==> src/core/ddr_wr_pkg.sv <==
// shared constants for the write-burst link between controller and dram
`default_nettype none
package ddr_wr_pkg;
  // link timing, in system clocks per half link-clock period, and link data width in bits
  localparam int CK_HALF = 8;
  localparam int DQ_W = 8;
  // latencies and recovery intervals, in link clock cycles
  localparam int AL_CK = 0;
  localparam int CWL_CK = 9;
  localparam int WR_CK = 16;
  localparam int WTR_CK = 8;
  localparam int WR_DBI_CK = 17;
  localparam int WTR_DBI_CK = 9;
  // link command codes
  localparam logic [2:0] OP_NOP = 3'h0;
  localparam logic [2:0] OP_WR = 3'h1;
  localparam logic [2:0] OP_RD = 3'h2;
  localparam logic [2:0] OP_MRS = 3'h3;
  localparam logic [2:0] OP_PRE = 3'h4;
  // mode register selects and fields
  localparam logic [2:0] MR_SEL_ZERO = 3'h0;
  localparam logic [2:0] MR_SEL_ONE = 3'h1;
  localparam logic [2:0] MR_SEL_FIVE = 3'h5;
  localparam logic [13:0] MR_RESET = 14'h0000;
  localparam int BIT_A11 = 11;
  localparam int BIT_A12 = 12;
  localparam logic [1:0] BURST_FIXED8 = 2'h0;
  localparam logic [1:0] BURST_OTF = 2'h1;
  localparam logic [1:0] BURST_CHOP4 = 2'h2;
  localparam logic [3:0] BEATS8 = 4'h8;
  localparam logic [3:0] BEATS4 = 4'h4;
  // controller register map (byte offsets)
  localparam logic [7:0] REG_CTRL = 8'h00;
  localparam logic [7:0] REG_WDATA = 8'h04;
  localparam logic [7:0] REG_STATUS = 8'h08;
  localparam int CTRL_OP_LSB = 0;
  localparam int CTRL_BA_LSB = 4;
  localparam int CTRL_ADDR_LSB = 16;
  localparam int ST_BUSY = 0;
  localparam int ST_EMPTY = 1;
  localparam int ST_FULL = 2;
  localparam int ST_DBI = 3;
  localparam int FIFO_DEPTH = 8;

  function automatic logic [3:0] burst_beats(input logic [1:0] fld, input logic a12);
    case (fld)
      BURST_FIXED8: burst_beats = BEATS8;
      BURST_OTF: burst_beats = a12 ? BEATS8 : BEATS4;
      default: burst_beats = BEATS4;
    endcase
  endfunction
endpackage
`default_nettype wire

==> src/core/ddr_wr_if.sv <==
// link wires between the memory controller and the dram
`default_nettype none
interface ddr_wr_if #(parameter int DQ_W = 8);
  localparam int NB = DQ_W / 8;
  logic ck;
  logic [2:0] cmd;
  logic [2:0] ba;
  logic [13:0] addr;
  logic [DQ_W-1:0] dq;
  logic [NB-1:0] write_mask_pin;
  logic dqs;
  modport ctrl (output ck, cmd, ba, addr, dq, write_mask_pin, dqs);
  modport dram (input ck, cmd, ba, addr, dq, write_mask_pin, dqs);
endinterface
`default_nettype wire

==> src/core/ddr_wr_ctrl.sv <==
// controller end: wishbone registers, beat fifo, command and burst driver
//
// The register offsets and the Wishbone register port were chosen for this implementation.
`default_nettype none
module ddr_wr_fifo #(
  parameter int W = 9,
  parameter int DEPTH = 8
) (
  input wire logic clk_i, // system clock
  input wire logic rst_i, // sync reset, high
  input wire logic in_valid_i, // push request
  output logic in_ready_o, // room available
  input wire logic [W-1:0] in_data_i, // push data
  output logic out_valid_o, // data available
  input wire logic out_ready_i, // pop request
  output logic [W-1:0] out_data_o, // head data
  output logic [$clog2(DEPTH):0] count_o // words held
);
  localparam int AW = $clog2(DEPTH);
  initial if (DEPTH < 2 || (DEPTH & (DEPTH - 1)) != 0) $error("depth must be power of two");
  logic [W-1:0] mem_q [DEPTH];
  logic [AW-1:0] wp_q;
  logic [AW-1:0] rp_q;
  logic push;
  logic pop;
  assign in_ready_o = count_o != (AW+1)'(DEPTH);
  assign out_valid_o = count_o != '0;
  assign push = in_valid_i & in_ready_o;
  assign pop = out_ready_i & out_valid_o;
  assign out_data_o = mem_q[rp_q];
  always_ff @(posedge clk_i) begin
    if (rst_i) begin
      wp_q <= '0;
      rp_q <= '0;
      count_o <= '0;
    end else begin
      if (push) wp_q <= wp_q + 1'b1;
      if (pop) rp_q <= rp_q + 1'b1;
      count_o <= count_o + (AW+1)'(push) - (AW+1)'(pop);
    end
  end
  always_ff @(posedge clk_i) begin
    if (push) mem_q[wp_q] <= in_data_i;
  end
endmodule

module ddr_wr_ctrl
  import ddr_wr_pkg::*;
#(
  parameter int DQ_W = ddr_wr_pkg::DQ_W,
  parameter int AL = AL_CK,
  parameter int WRITE_COLUMN_LATENCY = CWL_CK,
  parameter int WR = WR_CK,
  parameter int WTR = WTR_CK,
  parameter int WR_DBI = WR_DBI_CK,
  parameter int WTR_DBI = WTR_DBI_CK
) (
  input wire logic clk_i, // system clock
  input wire logic rst_i, // sync reset, high
  input wire logic wb_cyc_i, // wishbone cycle
  input wire logic wb_stb_i, // wishbone strobe
  input wire logic wb_we_i, // write enable
  input wire logic [7:0] wb_adr_i, // byte address
  input wire logic [3:0] wb_sel_i, // byte selects
  input wire logic [31:0] wb_dat_i, // write data
  output logic [31:0] wb_dat_o, // read data
  output logic wb_ack_o, // acknowledge
  ddr_wr_if.ctrl link // link to dram
);
  localparam int NB = DQ_W / 8;
  localparam int FW = DQ_W + NB;
  localparam int WL = AL + WRITE_COLUMN_LATENCY;
  localparam int LAST = 2 * CK_HALF - 1;
  initial begin
    if (FW > 32 || DQ_W % 8 != 0) $error("beat does not fit a word");
    if (WL < 1 || WL > 255 || CK_HALF < 2) $error("latency or divider out of range");
  end

  typedef enum logic [1:0] {C_IDLE, C_CMD, C_LAT, C_BURST} cstate_t;

  // link clock divider; ck high for div 0..CK_HALF-1
  logic [7:0] div_q;
  logic ck_q;
  logic rise;
  logic fall;
  logic half;
  logic mid;
  always_ff @(posedge clk_i) begin
    if (rst_i) begin
      div_q <= 8'h00;
      ck_q <= 1'b1;
    end else begin
      div_q <= (div_q == 8'(LAST)) ? 8'h00 : div_q + 8'h01;
      ck_q <= (div_q == 8'(LAST)) || (div_q < 8'(CK_HALF - 1));
    end
  end
  assign rise = div_q == 8'h00;
  assign fall = div_q == 8'(CK_HALF);
  assign half = rise | fall;
  assign mid = (div_q == 8'(CK_HALF / 2)) || (div_q == 8'(CK_HALF + CK_HALF / 2));

  cstate_t st_q;
  logic pend_q;
  logic [2:0] op_q;
  logic [2:0] ba_q;
  logic [13:0] addr_q;
  logic [1:0] mr0_q;
  logic dbi_q;
  logic [3:0] len_q;
  logic [2:0] beat_q;
  logic [7:0] lat_q;
  logic [7:0] wr_cnt_q;
  logic [7:0] wtr_cnt_q;

  // wishbone slave; ack withheld while the target cannot take it
  logic req;
  logic hit_ctrl;
  logic hit_wdata;
  logic ok;
  logic f_in_ready;
  logic f_out_valid;
  logic f_pop;
  logic [FW-1:0] f_data;
  logic [$clog2(FIFO_DEPTH):0] f_count;
  assign req = wb_cyc_i & wb_stb_i & ~wb_ack_o;
  assign hit_ctrl = wb_adr_i == REG_CTRL;
  assign hit_wdata = wb_adr_i == REG_WDATA;
  assign ok = !wb_we_i || (hit_ctrl ? (!pend_q && st_q == C_IDLE)
                                    : (!hit_wdata || f_in_ready));

  always_ff @(posedge clk_i) begin
    if (rst_i) begin
      wb_ack_o <= 1'b0;
      wb_dat_o <= 32'h0000_0000;
    end else begin
      wb_ack_o <= req & ok;
      wb_dat_o <= 32'h0000_0000;
      if (req && !wb_we_i && wb_adr_i == REG_STATUS) begin
        wb_dat_o[ST_BUSY] <= pend_q | (st_q != C_IDLE);
        wb_dat_o[ST_EMPTY] <= ~f_out_valid;
        wb_dat_o[ST_FULL] <= ~f_in_ready;
        wb_dat_o[ST_DBI] <= dbi_q;
      end
    end
  end

  ddr_wr_fifo #(.W(FW), .DEPTH(FIFO_DEPTH)) u_fifo (
    .clk_i(clk_i),
    .rst_i(rst_i),
    .in_valid_i(req & wb_we_i & hit_wdata & (&wb_sel_i)),
    .in_ready_o(f_in_ready),
    .in_data_i(wb_dat_i[FW-1:0]),
    .out_valid_o(f_out_valid),
    .out_ready_i(f_pop),
    .out_data_o(f_data),
    .count_o(f_count)
  );

  // issue gate: writes wait for a full burst of beats, reads and precharges for recovery
  logic go;
  logic [3:0] need;
  assign need = burst_beats(mr0_q, addr_q[BIT_A12]);
  always_comb begin
    case (op_q)
      OP_WR: go = f_count >= need;
      OP_RD: go = wtr_cnt_q == 8'h00;
      OP_PRE: go = wr_cnt_q == 8'h00;
      default: go = 1'b1;
    endcase
  end
  // beats are even, so the last one always ends on a rising edge
  assign f_pop = (st_q == C_LAT && rise && lat_q + 8'h01 == 8'(WL))
               || (st_q == C_BURST && half && {1'b0, beat_q} != len_q - 4'h1);

  always_ff @(posedge clk_i) begin
    if (rst_i) begin
      st_q <= C_IDLE;
      pend_q <= 1'b0;
      op_q <= OP_NOP;
      ba_q <= 3'h0;
      addr_q <= 14'h0000;
      len_q <= BEATS8;
      beat_q <= 3'h0;
      lat_q <= 8'h00;
      link.cmd <= OP_NOP;
      link.ba <= 3'h0;
      link.addr <= 14'h0000;
      link.dq <= '0;
      link.write_mask_pin <= '1;
      link.dqs <= 1'b0;
    end else begin
      if (req && ok && wb_we_i && hit_ctrl) begin
        pend_q <= 1'b1;
        op_q <= wb_dat_i[CTRL_OP_LSB +: 3];
        ba_q <= wb_dat_i[CTRL_BA_LSB +: 3];
        addr_q <= wb_dat_i[CTRL_ADDR_LSB +: 14];
      end
      case (st_q)
        C_IDLE: begin
          // command placed at a fall so the dram sees it settled at the rise
          if (pend_q && fall && go) begin
            pend_q <= 1'b0;
            link.cmd <= op_q;
            link.ba <= ba_q;
            link.addr <= addr_q;
            len_q <= need;
            st_q <= C_CMD;
          end
        end
        C_CMD: begin
          if (fall) begin
            link.cmd <= OP_NOP;
            lat_q <= 8'h00;
            st_q <= (op_q == OP_WR) ? C_LAT : C_IDLE;
          end
        end
        C_LAT: begin
          if (rise) begin
            lat_q <= lat_q + 8'h01;
            if (lat_q + 8'h01 == 8'(WL)) begin
              link.dq <= f_data[DQ_W-1:0];
              link.write_mask_pin <= f_data[FW-1:DQ_W];
              beat_q <= 3'h0;
              st_q <= C_BURST;
            end
          end
        end
        C_BURST: begin
          // strobe toggles mid-beat, evenly, for every beat
          if (mid) link.dqs <= ~link.dqs;
          if (half) begin
            if ({1'b0, beat_q} == len_q - 4'h1) begin
              link.write_mask_pin <= '1;
              st_q <= C_IDLE;
            end else begin
              link.dq <= f_data[DQ_W-1:0];
              link.write_mask_pin <= f_data[FW-1:DQ_W];
              beat_q <= beat_q + 3'h1;
            end
          end
        end
        default: st_q <= C_IDLE;
      endcase
    end
  end

  // shadow of mode fields the controller must obey
  always_ff @(posedge clk_i) begin
    if (rst_i) begin
      mr0_q <= BURST_FIXED8;
      dbi_q <= 1'b0;
    end else if (st_q == C_IDLE && pend_q && fall && go && op_q == OP_MRS) begin
      if (ba_q == MR_SEL_ZERO) mr0_q <= addr_q[1:0];
      if (ba_q == MR_SEL_FIVE) dbi_q <= addr_q[BIT_A11];
    end
  end

  // recovery counters start at the rise after the last beat
  logic burst_end;
  assign burst_end = st_q == C_BURST && rise && {1'b0, beat_q} == len_q - 4'h1;
  always_ff @(posedge clk_i) begin
    if (rst_i) begin
      wr_cnt_q <= 8'h00;
      wtr_cnt_q <= 8'h00;
    end else if (burst_end) begin
      wr_cnt_q <= dbi_q ? 8'(WR_DBI) : 8'(WR);
      wtr_cnt_q <= dbi_q ? 8'(WTR_DBI) : 8'(WTR);
    end else if (rise) begin
      if (wr_cnt_q != 8'h00) wr_cnt_q <= wr_cnt_q - 8'h01;
      if (wtr_cnt_q != 8'h00) wtr_cnt_q <= wtr_cnt_q - 8'h01;
    end
  end

  assign link.ck = ck_q;
endmodule
`default_nettype wire

==> src/flat_wrapper.sv <==
// flat-port wrapper written by rule: the top's interface ports become plain ports
module ddr_wr_ctrl_flat import ddr_wr_pkg::*;
#(
  parameter int DQ_W = ddr_wr_pkg::DQ_W,
  parameter int AL = AL_CK,
  parameter int WRITE_COLUMN_LATENCY = CWL_CK,
  parameter int WR = WR_CK,
  parameter int WTR = WTR_CK,
  parameter int WR_DBI = WR_DBI_CK,
  parameter int WTR_DBI = WTR_DBI_CK
)
  (clk_i, rst_i, wb_cyc_i, wb_stb_i, wb_we_i, wb_adr_i, wb_sel_i, wb_dat_i, wb_dat_o, wb_ack_o, link_ck, link_cmd, link_ba, link_addr, link_dq, link_write_mask_pin, link_dqs);
  ddr_wr_if #(.DQ_W(DQ_W)) link_i ();
  input wire logic clk_i;
  input wire logic rst_i;
  input wire logic wb_cyc_i;
  input wire logic wb_stb_i;
  input wire logic wb_we_i;
  input wire logic [7:0] wb_adr_i;
  input wire logic [3:0] wb_sel_i;
  input wire logic [31:0] wb_dat_i;
  output logic [31:0] wb_dat_o;
  output logic wb_ack_o;
  output wire logic [$bits(link_i.ck)-1:0] link_ck;
  output wire logic [$bits(link_i.cmd)-1:0] link_cmd;
  output wire logic [$bits(link_i.ba)-1:0] link_ba;
  output wire logic [$bits(link_i.addr)-1:0] link_addr;
  output wire logic [$bits(link_i.dq)-1:0] link_dq;
  output wire logic [$bits(link_i.write_mask_pin)-1:0] link_write_mask_pin;
  output wire logic [$bits(link_i.dqs)-1:0] link_dqs;
  assign link_ck = link_i.ck;
  assign link_cmd = link_i.cmd;
  assign link_ba = link_i.ba;
  assign link_addr = link_i.addr;
  assign link_dq = link_i.dq;
  assign link_write_mask_pin = link_i.write_mask_pin;
  assign link_dqs = link_i.dqs;
  ddr_wr_ctrl #(.DQ_W(DQ_W), .AL(AL), .WRITE_COLUMN_LATENCY(WRITE_COLUMN_LATENCY), .WR(WR), .WTR(WTR), .WR_DBI(WR_DBI), .WTR_DBI(WTR_DBI)) u_core (.clk_i(clk_i), .rst_i(rst_i), .wb_cyc_i(wb_cyc_i), .wb_stb_i(wb_stb_i), .wb_we_i(wb_we_i), .wb_adr_i(wb_adr_i), .wb_sel_i(wb_sel_i), .wb_dat_i(wb_dat_i), .wb_dat_o(wb_dat_o), .wb_ack_o(wb_ack_o), .link(link_i));
endmodule
==> config.mk <==
export PLATFORM = sky130hd
export DESIGN_NAME = ddr_wr_ctrl_flat
export DESIGN_NICKNAME = d
export VERILOG_FILES = /design/src/core/ddr_wr_pkg.sv /design/src/core/ddr_wr_if.sv /design/src/core/ddr_wr_ctrl.sv /design/src/flat_wrapper.sv
export SDC_FILE = /design/constraint.sdc
export NUM_CORES = 1
export LEC_CHECK = 0
export BUFFER_PORTS_ARGS = -buffer_cell sky130_fd_sc_hd__buf_2
export CELL_PAD_IN_SITES_DETAIL_PLACEMENT = 0
export CELL_PAD_IN_SITES_GLOBAL_PLACEMENT = 1
export CORE_UTILIZATION = 35
export CTS_BUF_LIST = sky130_fd_sc_hd__clkbuf_8 sky130_fd_sc_hd__clkbuf_16
export CTS_CLUSTER_SIZE = 25
export DETAILED_ROUTE_END_ITERATION = 6
export GPL_TIMING_DRIVEN = 1
export PLACE_DENSITY = 0.73
export SETUP_SLACK_MARGIN = 0.5
export SLEW_MARGIN = 10
export SYNTH_ARGS = -nofsm -noshare
export SYNTH_HDL_FRONTEND = slang
export SYNTH_SLANG_ARGS = --single-unit
==> constraint.sdc <==
create_clock -name clk_i -period 4.3 [get_ports clk_i]
set_input_delay 0 -clock clk_i [delete_from_list [all_inputs] [get_ports clk_i]]
set_output_delay 0 -clock clk_i [all_outputs]
set_load 0.05 [all_outputs]
# Yosys cells after proc, flatten, opt, wreduce, memory -nomap -nowiden
# Memory sizes are Yosys's and may differ from the RTL's. A register that Yosys moved wholly into a read port is not among the register bits.
# Index checks and enable logic that the tools add are counted.
# word_totals
regBits,139
n_memories,1
ram_bits,72
word_cells,185
# memory_table
memory,words,word_bits,rd,rd_ports_with_merged_regs,write_ports,line,source
u_core.u_fifo.mem_q,8,9,1,1,1,ddr_wr_ctrl.sv:21,logic [W-1:0] mem_q [DEPTH];
# classes
order_cmp,2
n_eq_ne,26
reduce_logical,57
n_bitwise,15
addsub,10
muxes,48
# op_table
cell,count
$mux W8,12
$eq A8 B4 Y1 const B,5
$logic_not A8 Y1,4
$pmux W8 S2,2
$mux W3,8
$logic_and A1 B1 Y1,18
$add A8 B1 Y8 const B,2
$eq A8 B3 Y1 const B,2
$reduce_bool A8 Y1,2
$sub A8 B1 Y8 const B,2
$mux W2,7
$reduce_bool A2 Y1,7
$mux W1,12
$pmux W3 S2,2
$reduce_and A2 Y1,6
$ne A2 B1 Y1 const B,5
$add A3 B1 Y3 const B,3
$and A1 B1 Y1,8
$lt A8 B3 Y1 const B,1
$pmux W2 S4,1
$pmux W4 S2,1
$reduce_and A4 Y1,2
$eq A3 B2 Y1 const B,2
$eq A3 B3 Y1 const B,2
25 further kinds,42

# Depth between registers and ports, before layout
# Gate-level depths: netlist of the first run.
# logic_depth
depth_word,11
depth_mapped,13
mapped_depth_nobuf,12

# Cells and area by module
# From an unflattened synthesis of the first run, not the netlist that was laid out.
# hier_totals
hier_cells,728
area_unflattened_um2,8230.4
# modules_own_cells
module,seq_area_each_um2,cells_each,instances,area_each_um2
ddr_wr_ctrl,1981.9,542,1,4742.0
ddr_wr_fifo,2422.3,186,1,3488.3

# Least setup slack after synthesis of the first run
# No wires, ideal clock.
# synth_path
path_kind,reg2reg
from,register u_core.lat_q[1]
to,register u_core.u_fifo.count_o[2]
stages_incl_launch_ff,13
setup_time_ns,0.128
slack_ns,1.399
t_arrival_ns,2.774
path_cell_list,dfxtp_1 ha_1 and3_1 and3_1 o221ai_1 o32a_1 buf_2 o21ai_0 nand2_1 ha_1 fa_1 xnor2_1 nor2_1
# synth_between
elab_chain_cells,6
# synth_lines
item,line,source
"start, declared",ddr_wr_ctrl.sv:111,logic [7:0] lat_q;
"start signal, assigned",ddr_wr_ctrl.sv:219,lat_q <= lat_q + 8'h01;
$add A8 B1 Y8,ddr_wr_ctrl.sv:172,assign f_pop = (st_q == C_LAT && rise && lat_q + 8'h01 == 8'(WL))
$eq A8 B4 Y1,ddr_wr_ctrl.sv:172,
$logic_and A1 B1 Y1,ddr_wr_ctrl.sv:172,
$logic_or A1 B1 Y1,ddr_wr_ctrl.sv:173,"|| (st_q == C_BURST && half && {1'b0, beat_q} != len_q - 4'h1);"
$and A1 B1 Y1,ddr_wr_ctrl.sv:29,assign pop = out_ready_i & out_valid_o;
$sub A4 B1 Y4,ddr_wr_ctrl.sv:39,count_o <= count_o + (AW+1)'(push) - (AW+1)'(pop);
"end signal, assigned",ddr_wr_ctrl.sv:39,
"end, declared",ddr_wr_ctrl.sv:17,output logic [$clog2(DEPTH):0] count_o
# No other way between the ends.
# A chain may end at the register's enable or synchronous reset.

# Worst setup path after layout of the first run
# layout_path
from,register u_core.lat_q[1]
to,register u_core.u_fifo.count_o[1]
# The elaborated chain is that of the path after synthesis.

==> flow_metrics.env, run 1 <==
export IMPL_arrival_ps=3590
export IMPL_diodes=0
export IMPL_worstSetupEndpointType="flip-flop"
export IMPL_place_gp_congestion=0.716
export IMPL_fill_cells=2068
export IMPL_top_layer_used="met4"
export IMPL_fin_skew_ps=7.04
export IMPL_slew_limit_headroom_pct=37.2
export IMPL_grt_pass1_vias=5106
export IMPL_synthTopCellsByArea="dfxtp_1 28%, edfxtp_1 27%, mux2i_1 6.3%, nor2_1 5.5%, mux4_2 5.1%"
export IMPL_slowest_delay_ps=560
export IMPL_dr_wl_met2_um=7250
export IMPL_avgSynthCellArea_um2=11.5
export IMPL_hold_viol=0
export IMPL_avgViaCountPerCell=4.80
export IMPL_yosysSeqAreaShare_pct=55.3
export IMPL_dr_first_iter_drc_count=343
export IMPL_cts_tree="yes"
export IMPL_wl_per_cell_um=14.9
export IMPL_grt_start_max_net_pins=58
export IMPL_ant_nets=0
export IMPL_numCtsBuffers=17
export IMPL_wl_met3_um=762
export IMPL_cp_max_fo=9
export IMPL_cts_setup_buffers=0
export IMPL_start_kind="flip-flop"
export IMPL_hpwl_um=10700
export IMPL_synth_top_area_share_pct=28.1
export IMPL_synth_common_cells="116 x nor2_1, 112 x dfxtp_1, 72 x edfxtp_1"
export IMPL_period_needed_ps=3290
export IMPL_drive_gt1_share_pct=19.4
export IMPL_power_leakage_nw=3.55
export IMPL_yosys_warnings=0
export IMPL_antenna_found_initial=0
export IMPL_routed_wl_um=16200
export IMPL_syn_area_um2=7970
export IMPL_fp_coreArea_um2=22100
export IMPL_area_delta_synth_final_pct=18.4
export IMPL_drc=0
export IMPL_finalMaxSlewViolations=0
export IMPL_ys_ff_latch=184
export IMPL_clock_latency_ps=420
export IMPL_rsz0062_at_grt="no"
export IMPL_clockRootBuffer="clkbuf_16"
export IMPL_grt_pass1_wl_um=26500
export IMPL_outcome="finished clean"
export IMPL_worstPathRequired_ps=4600
export IMPL_wl_met1_um=8090
export IMPL_grtUsageTotal_pct=14.4
export IMPL_slowest_stage="o32a_1"
export IMPL_maxCapViolCount=0
export IMPL_nets=863
export IMPL_async_flop_share_pct=0
export IMPL_critical_path_class="flip-flop to flip-flop"
export IMPL_setup_violations=0
export IMPL_final_seq_area_um2=4400
export IMPL_clkTransAtPathRegs_ps=70
export IMPL_rows=54
export IMPL_holdWs_ps=26.8
export IMPL_cts_max_level=4
export IMPL_vias=5221
export IMPL_yosys_area_top_type="dfxtp_1"
export IMPL_overflow=0
export IMPL_dr_pass1_iters=5
export IMPL_power_mw=4.13
export IMPL_timing_fmax_ghz=0.304
export IMPL_synth_main_ff_cell="dfxtp_1"
export IMPL_die_x_um=153
export IMPL_ys_types=66
export IMPL_tightest_slew_ps=941
export IMPL_ctsLongestPathBuffers=2
export IMPL_synth_edff_count=72
export IMPL_crit_chain="ha_1 -> and3_1 -> and3_1 -> o221ai_1 -> o32a_1 -> or3_1 -> nand2_1 -> ha_1 -> fa_1 -> nor2b_1"
export IMPL_portBuffers=75
export IMPL_hp_class="input port to flip-flop"
export IMPL_vdd_ir_drop_max_v=0.000323
export IMPL_fin_crit_sh_pct=76.5
export IMPL_power_density_nw_per_um2=438
export IMPL_die_h_um=153
export IMPL_setup_tns_ps=0
export IMPL_multi_input_area_um2=3250
export IMPL_die_area_um2=23400
export IMPL_synthCells=690
export IMPL_start_util_pct=36.1
export IMPL_ios=113
export IMPL_yosysMostFrequentCell="nor2_1"
export IMPL_clock_sinks=184
## power by group
part | internal [mW] | switching, mW
Combinational | 0.269 | 0.355
Clock | 0.896 | 0.656
Sequential | 1.89 | 0.0693
## placed cells by master (no fill, tap or decap), drive strengths merged, types with 5 or more instances in the layout
| cell type | instances |
|---|---|
| mux2 | 9 |
| mux4 | 18 |
| nor2 | 116 |
| a21oi | 19 |
| and3 | 9 |
| ha | 18 |
| mux2i | 50 |
| nand2b | 6 |
| clkbuf | 20 |
| xor2 | 8 |
| nand3b | 7 |
| nor2b | 5 |
| o21ai | 18 |
| dfxtp | 112 |
| nor3b | 9 |
| nor3 | 11 |
| nand3 | 12 |
| edfxtp | 72 |
| inv | 25 |
| nand2 | 26 |
| a211oi | 6 |
| or3 | 5 |
| conb | 28 |
| nor4 | 6 |
| xnor2 | 18 |
| dlygate4sd3 | 27 |
| buf | 90 |
## worst max-delay path: cells and delay by family, from the launching register on
family                   cells  cell delay, ps
flip-flops                   1             400
AND/OR/NAND/NOR              5            1130
adder cells (fa/ha/maj)      3             860
AO/OA/AOI/OAI                2             770
## flip-flops by register name, summed over array words and instances (netlist names), 2 cells and up, named ones only
| register | cells |
|---|---|
| u_core.u_fifo.mem_q | 72 |
| u_core.mr0_q | 2 |
| u_core.lat_q | 8 |
| u_core.u_fifo.count_o | 4 |
| u_core.div_q | 8 |
| u_core.ba_q | 3 |
| u_core.wb_dat_o | 4 |
| u_core.op_q | 3 |
| u_core.link.addr | 14 |
| u_core.link.dq | 8 |
| u_core.link.cmd | 3 |
| u_core.addr_q | 14 |
| u_core.wr_cnt_q | 8 |
| u_core.len_q | 2 |
| u_core.u_fifo.rp_q | 3 |
| u_core.wtr_cnt_q | 8 |
| u_core.u_fifo.wp_q | 3 |
| u_core.beat_q | 3 |
| u_core.link.ba | 3 |
## stage by stage
step / cell area, um2 / setup WS, ps / util [%] / cells
5_1_grt: 9430 / 805 / 42.7 / 1088
3_3_place_gp: 8570 / 1040 / 38.8 / 1029
4_1_cts: 9430 / 1010 / 42.7 / 1088
2_1_floorplan: 8070 / 1400 / - / 717
3_5_place_dp: 8570 / 1020 / 38.8 / 1029
6_report: 9430 / 1010 / 42.7 / 1088
## routing by layer
metal | vias to the layer above | global-route usage (%)
met2 | 113 | 22.8
met5 | - | 0
met3 | 9 | 4.20
li1 | 2621 | -
met4 | 0 | 3.46
met1 | 2478 | 19.5
## kinds of logic (layout without fill, tap and decap cells)
family | count (synthesis) | after routing | share of synthesized area, %
XOR/XNOR | 26 | 26 | 2.86
AO/OA/AOI/OAI | 73 | 73 | 6.11
buffers and inverters | 78 | 169 | 5.29
adder cells (fa/ha/maj) | 19 | 19 | 3.08
AND/OR/NAND/NOR | 232 | 232 | 14.7
flip-flops | 184 | 184 | 55.3
multiplexers | 77 | 77 | 12.6
other | 1 | 28 | 0.0471
## worst paths after layout
kind | startpoint | to | slack (ps) | cells after the start
worst max-delay path | u_core.lat_q[1] | u_core.u_fifo.count_o[1] | 1010 | 10
worst min-delay path | wb_adr_i[3] | u_core.wb_dat_o[2] | 30 | 3
worst max register to register | u_core.lat_q[1] | u_core.u_fifo.count_o[1] | 1010 | 10
worst min register to register | u_core.link.cmd[2] | u_core.link.cmd[2] | 450 | 2
## what timing repair did
action,CTS,global route
setup endpoints to repair,0,0
gates resized for setup,0,0
hold buffers,27,0
hold endpoints to repair,103,0
## cell type report
cell class / count / area share (%)
well taps: 280 / 3.71
clock inverters: 12 / 0.995
clock buffers: 20 / 5.31
inverters: 20 / 0.796
repair buffers: 117 / 8.06
flip-flops and latches: 184 / 46.7
multi-input cells: 455 / 34.4
Note: power is estimated with default switching activity, not from simulation.
==> run 2: changes to the inputs <==
clock period = 3.3 ns   (was 4.3 ns; I/O delays follow)
==> flow_metrics.env, run 2 (same netlist as run 1, synthesis figures left out) <==
export IMPL_outcome="finished clean"
export IMPL_hp_start="rst_i"
export IMPL_hold_viol=0
export IMPL_setup_tns_ps=0
export IMPL_portBuffers=75
export IMPL_top_register="u_core.u_fifo.mem_q"
export IMPL_ctsLongestPathBuffers=2
export IMPL_wl_per_cell_um=14.5
export IMPL_routed_wl_um=16000
export IMPL_drive_gt1_share_pct=24.8
export IMPL_holdPathEnd="u_core.div_q[6]"
export IMPL_nets=881
export IMPL_grt_pass1_vias=5091
export IMPL_vdd_ir_drop_max_v=0.000298
export IMPL_placed_area_um2=8660
export IMPL_drc=0
export IMPL_dr_first_iter_drc_count=273
export IMPL_grt_start_max_net_pins=50
export IMPL_hpwl_um=10500
export IMPL_setup_violations=0
export IMPL_vias=5261
export IMPL_cts_max_level=4
export IMPL_holdPathStages=2
export IMPL_cp_max_fo=6
export IMPL_worstSetupEndpointType="flip-flop"
export IMPL_grt_use_met1_pct=18.8
export IMPL_clock_sinks=184
export IMPL_ios=113
export IMPL_final_area_um2=9770
export IMPL_clock_latency_ps=430
export IMPL_r2r_end="u_core.u_fifo.count_o[3]"
export IMPL_overflow=0
export IMPL_maxCapViolCount=0
export IMPL_grt_busiest_layer="met2"
export IMPL_rsz0062_at_grt="no"
export IMPL_die_area_um2=23400
export IMPL_dr_pass1_iters=4
export IMPL_grtUsageTotal_pct=14.3
export IMPL_avgViaCountPerCell=4.76
export IMPL_grtUsageMet3_pct=4.59
export IMPL_reg2reg_from="u_core.lat_q[1]"
export IMPL_rr_worst_depth=11
export IMPL_cts_tree="yes"
export IMPL_area_delta_synth_final_pct=22.7
export IMPL_numCtsBuffers=17
export IMPL_diodes=0
export IMPL_power_mw=5.40
export IMPL_slew_limit_headroom_pct=58.1
export IMPL_critical_path_class="flip-flop to flip-flop"
export IMPL_arrival_ps=3020
export IMPL_place_gp_congestion=0.749
export IMPL_fp_coreArea_um2=22100
export IMPL_largest_register_ff_count=72
export IMPL_worstPathRequired_ps=3600
export IMPL_power_leakage_nw=3.67
export IMPL_use_met2_pct=22.5
export IMPL_ff2ff_setup_slack_ps=570
export IMPL_ant_nets=0
export IMPL_final_cell_mix="116 x nor2_1, 102 x dfxtp_1, 74 x buf_2"
export IMPL_hp_class="input port to flip-flop"
export IMPL_fin_skew_ps=11.9
export IMPL_clkTransAtPathRegs_ps=70
export IMPL_clockRootBuffer="clkbuf_16"
export IMPL_tightest_slew_ps=626
export IMPL_timing_fmax_ghz=0.366
export IMPL_final_common_cell="nor2_1"
export IMPL_die_h_um=153
export IMPL_start_util_pct=36.1
export IMPL_grt_pass1_wl_um=26000
export IMPL_rows=54
export IMPL_antenna_found_initial=0
export IMPL_fin_crit_sh_pct=82.7
export IMPL_start_kind="flip-flop"
export IMPL_die_x_um=153
export IMPL_period_needed_ps=2730
export IMPL_power_density_nw_per_um2=553
export IMPL_finalMaxSlewViolations=0
export IMPL_reg_top3="u_core.u_fifo.mem_q (72), u_core.addr_q (14), u_core.link.addr (14)"
[run 2: layer usage]
metal	part of all wire [%]	routed length, um
met3	5.3	845
met5	0	0
met4	1.2	189
met1	48	7660
met2	46	7330
[run 2: per-stage QoR]
| stage | worst slack [ps] | hold WS [ps] | std cells | util [%] |
|---|---|---|---|---|
| final | 571 | 41.8 | 1106 | 44.2 |
| after floorplan | 507 | 98.9 | 717 | - |
| after detailed placement | 286 | 242 | 1037 | 39.2 |
| after global placement | 325 | 233 | 1037 | 39.2 |
| after global routing | 451 | 60.1 | 1106 | 44.2 |
| after CTS | 478 | 36.1 | 1101 | 43.6 |
[run 2: how the worst max path moves through the flow]
stage,slack (ps),to,cells after the start,start
floorplan,510,u_core.u_fifo.count_o[1],10,u_core.lat_q[0]
global placement,330,u_core.u_fifo.count_o[3],11,u_core.lat_q[0]
detailed placement,290,u_core.u_fifo.count_o[3],11,u_core.lat_q[0]
CTS,480,u_core.u_fifo.count_o[3],11,u_core.lat_q[1]
global route,450,u_core.u_fifo.count_o[2],9,u_core.lat_q[2]
finish,570,u_core.u_fifo.count_o[3],11,u_core.lat_q[1]
[run 2: layout make-up]
cell class                      count  area, um2
Clock buffer                       19        464
Clock inverter                     13        145
Fill cell                        2024      12300
Inverter                           20       75.1
Multi-Input combinational cell    455       3380
Sequential cell                   184       4420
Tap cell                          280        350
Timing Repair Buffer              135        936
[run 2: timing repair]
action,in CTS,in global routing
hold endpoints to repair,97,0
hold buffers,28,0
pin swaps,2,13
buffers inserted,3,5
gates resized for setup,9,24
cloned,1,0
endpoints found under the setup margin,21,24
[run 2: critical path, cell delays in order (launching register included)]
cell and delay (ps):
dfxtp_4 390, ha_4 140, and3_4 200, and3_4 190, o221ai_4 130, o32a_1 370
or3_4 410, ha_1 290, a21o_1 170, a21oi_2 130, xnor2_1 120, nor2_1 50
[run 2: power breakdown]
part	internal (mW)	switching [mW]
combinational	0.354	0.463
sequential	2.46	0.0876
clock	1.08	0.962
total	3.89	1.51
==> run 3: changes to the inputs <==
clock period = 2.6 ns   (was 3.3 ns; I/O delays follow)
==> flow_metrics.env, run 3 (same netlist as run 1, synthesis figures left out) <==
export IMPL_outcome="finished with violations"
export IMPL_violations="negative setup slack"
export IMPL_swShare_pct=27.2
export IMPL_reg_top3="u_core.u_fifo.mem_q (72), u_core.addr_q (14), u_core.link.addr (14)"
export IMPL_maxCapViolCount=0
export IMPL_fill_cells=2006
export IMPL_placed_area_um2=9040
export IMPL_start_kind="flip-flop"
export IMPL_holdWs_ps=35.9
export IMPL_clock_sinks=184
export IMPL_ant_nets=0
export IMPL_fin_crit_sh_pct=102
export IMPL_worstSetupEndpointType="flip-flop"
export IMPL_hpwl_um=11000
export IMPL_final_area_um2=10400
export IMPL_antenna_found_initial=0
export IMPL_fin_ws_ps=-46.0
export IMPL_largest_register_ff_count=72
export IMPL_portBuffers=75
export IMPL_top_register="u_core.u_fifo.mem_q"
export IMPL_ios=113
export IMPL_power_mw=6.93
export IMPL_hp_class="input port to flip-flop"
export IMPL_slew_limit_headroom_pct=47.6
export IMPL_grt_start_max_net_pins=56
export IMPL_grt_pass1_wl_um=27700
export IMPL_vdd_ir_drop_max_v=0.000436
export IMPL_power_leakage_nw=3.90
export IMPL_area_delta_synth_final_pct=29.9
export IMPL_power_frac_comb_pct=18.5
export IMPL_grt_pass1_vias=5371
export IMPL_critical_path_class="flip-flop to flip-flop"
export IMPL_drive_gt1_share_pct=32.5
export IMPL_ctsLongestPathBuffers=2
export IMPL_place_gp_congestion=0.765
export IMPL_routed_wl_um=17200
export IMPL_final_cell_mix="112 x nor2_1, 100 x dfxtp_1, 74 x buf_2"
export IMPL_rr_worst_depth=10
export IMPL_wl_per_cell_um=15.0
export IMPL_dr_first_iter_drc_count=291
export IMPL_tightest_slew_ps=783
export IMPL_overflow=0
export IMPL_worstPathRequired_ps=2900
export IMPL_timing_fmax_ghz=0.378
export IMPL_grtUsageTotal_pct=15.1
export IMPL_avgViaCountPerCell=4.80
export IMPL_arrival_ps=2940
export IMPL_vias=5486
export IMPL_clockRootBuffer="clkbuf_16"
export IMPL_clkPwrFrac_pct=34.6
export IMPL_clock_latency_ps=430
export IMPL_hold_viol=0
export IMPL_cp_max_fo=4
export IMPL_switchingPower_mw=1.89
export IMPL_clkTransAtPathRegs_ps=70
export IMPL_cts_tree="yes"
export IMPL_dr_pass1_iters=5
export IMPL_pwr_share_seq_pct=46.9
export IMPL_rsz0062_at_grt="yes"
export IMPL_fin_skew_ps=10.9
export IMPL_numCtsBuffers=17
export IMPL_diodes=0
export IMPL_holdPathStages=5
export IMPL_fp_coreArea_um2=22100
export IMPL_rows=54
export IMPL_setup_violations=1
export IMPL_die_x_um=153
export IMPL_die_area_um2=23400
export IMPL_die_h_um=153
export IMPL_power_density_nw_per_um2=669
export IMPL_nets=917
export IMPL_finalMaxSlewViolations=0
export IMPL_period_needed_ps=2650
export IMPL_drc=0
export IMPL_final_common_cell="nor2_1"
export IMPL_start_util_pct=36.1
export IMPL_p_int_mw=5.04
export IMPL_cts_max_level=4
run 3: power groups by stage:
stage / combinational [mW] / sequential (mW) / clock [mW]
final: 1.28 / 3.25 / 2.40
after global routing: 1.42 / 3.27 / 2.57
after CTS: 1.23 / 3.24 / 2.45
after detailed placement: 1.07 / 3.29 / 0
after global placement: 1.07 / 3.29 / 0
after floorplan: 0.862 / 3.28 / 0
run 3: layout make-up:
class                   count  area [um2]  share of cell area, %
inverters                  20        75.1                  0.725
repair buffers            171        1310                   12.6
flip-flops and latches    184        4430                   42.8
clock buffers              20         467                   4.51
clock inverters            12        76.3                  0.737
well taps                 280         350                   3.38
multi-input cells         455        3650                   35.2
run 3: through the flow:
stage | TNS, ps | worst slack (ps) | util [%] | instances
2_1_floorplan | -118 | -46.8 | - | 717
3_3_place_gp | 0 | 25.8 | 40.9 | 1060
3_5_place_dp | -17.5 | -11.3 | 40.9 | 1060
4_1_cts | -51.5 | -32.6 | 45.8 | 1130
5_1_grt | -357 | -144 | 46.9 | 1142
6_report | -46.0 | -46.0 | 46.9 | 1142
run 3: per-layer routing:
| layer | wire length, um | track usage [%] | vias to the layer above | share of wire, % |
|---|---|---|---|---|
| met2 | 7790 | 23.6 | 135 | 45 |
| met4 | 133 | 4.76 | 0 | 0.77 |
| met1 | 8200 | 20.5 | 2608 | 48 |
| met3 | 1060 | 4.08 | 10 | 6.2 |
| met5 | 0 | 0 | - | 0 |
| li1 | - | - | 2733 | - |
run 3: final timing paths:
path,end,startpoint,slack (ps)
worst max-delay path,u_core.u_fifo.count_o[1],u_core.lat_q[1],-50
worst min register to register,u_core.link.cmd[2],u_core.link.cmd[2],470
worst min-delay path,u_core.wb_dat_o[2],wb_adr_i[6],40
worst max register to register,u_core.u_fifo.count_o[1],u_core.lat_q[1],-50
run 3: what timing repair did:
action,in CTS,in global routing
pin swaps,14,11
endpoints found under the setup margin,100,91
endpoints found under the hold margin,97,0
resized for setup,32,46
buffers inserted,9,10
hold buffers,27,0
gates cloned,2,2
run 3: critical path: stages, from the launching register on:
cell and delay (ps):
dfxtp_4 380, ha_4 130, and3_4 190, and3_4 180, o221ai_2 110, o32a_1 380, or3_4 380, nand2_2 90
ha_4 130, fa_2 410, nor2b_1 140
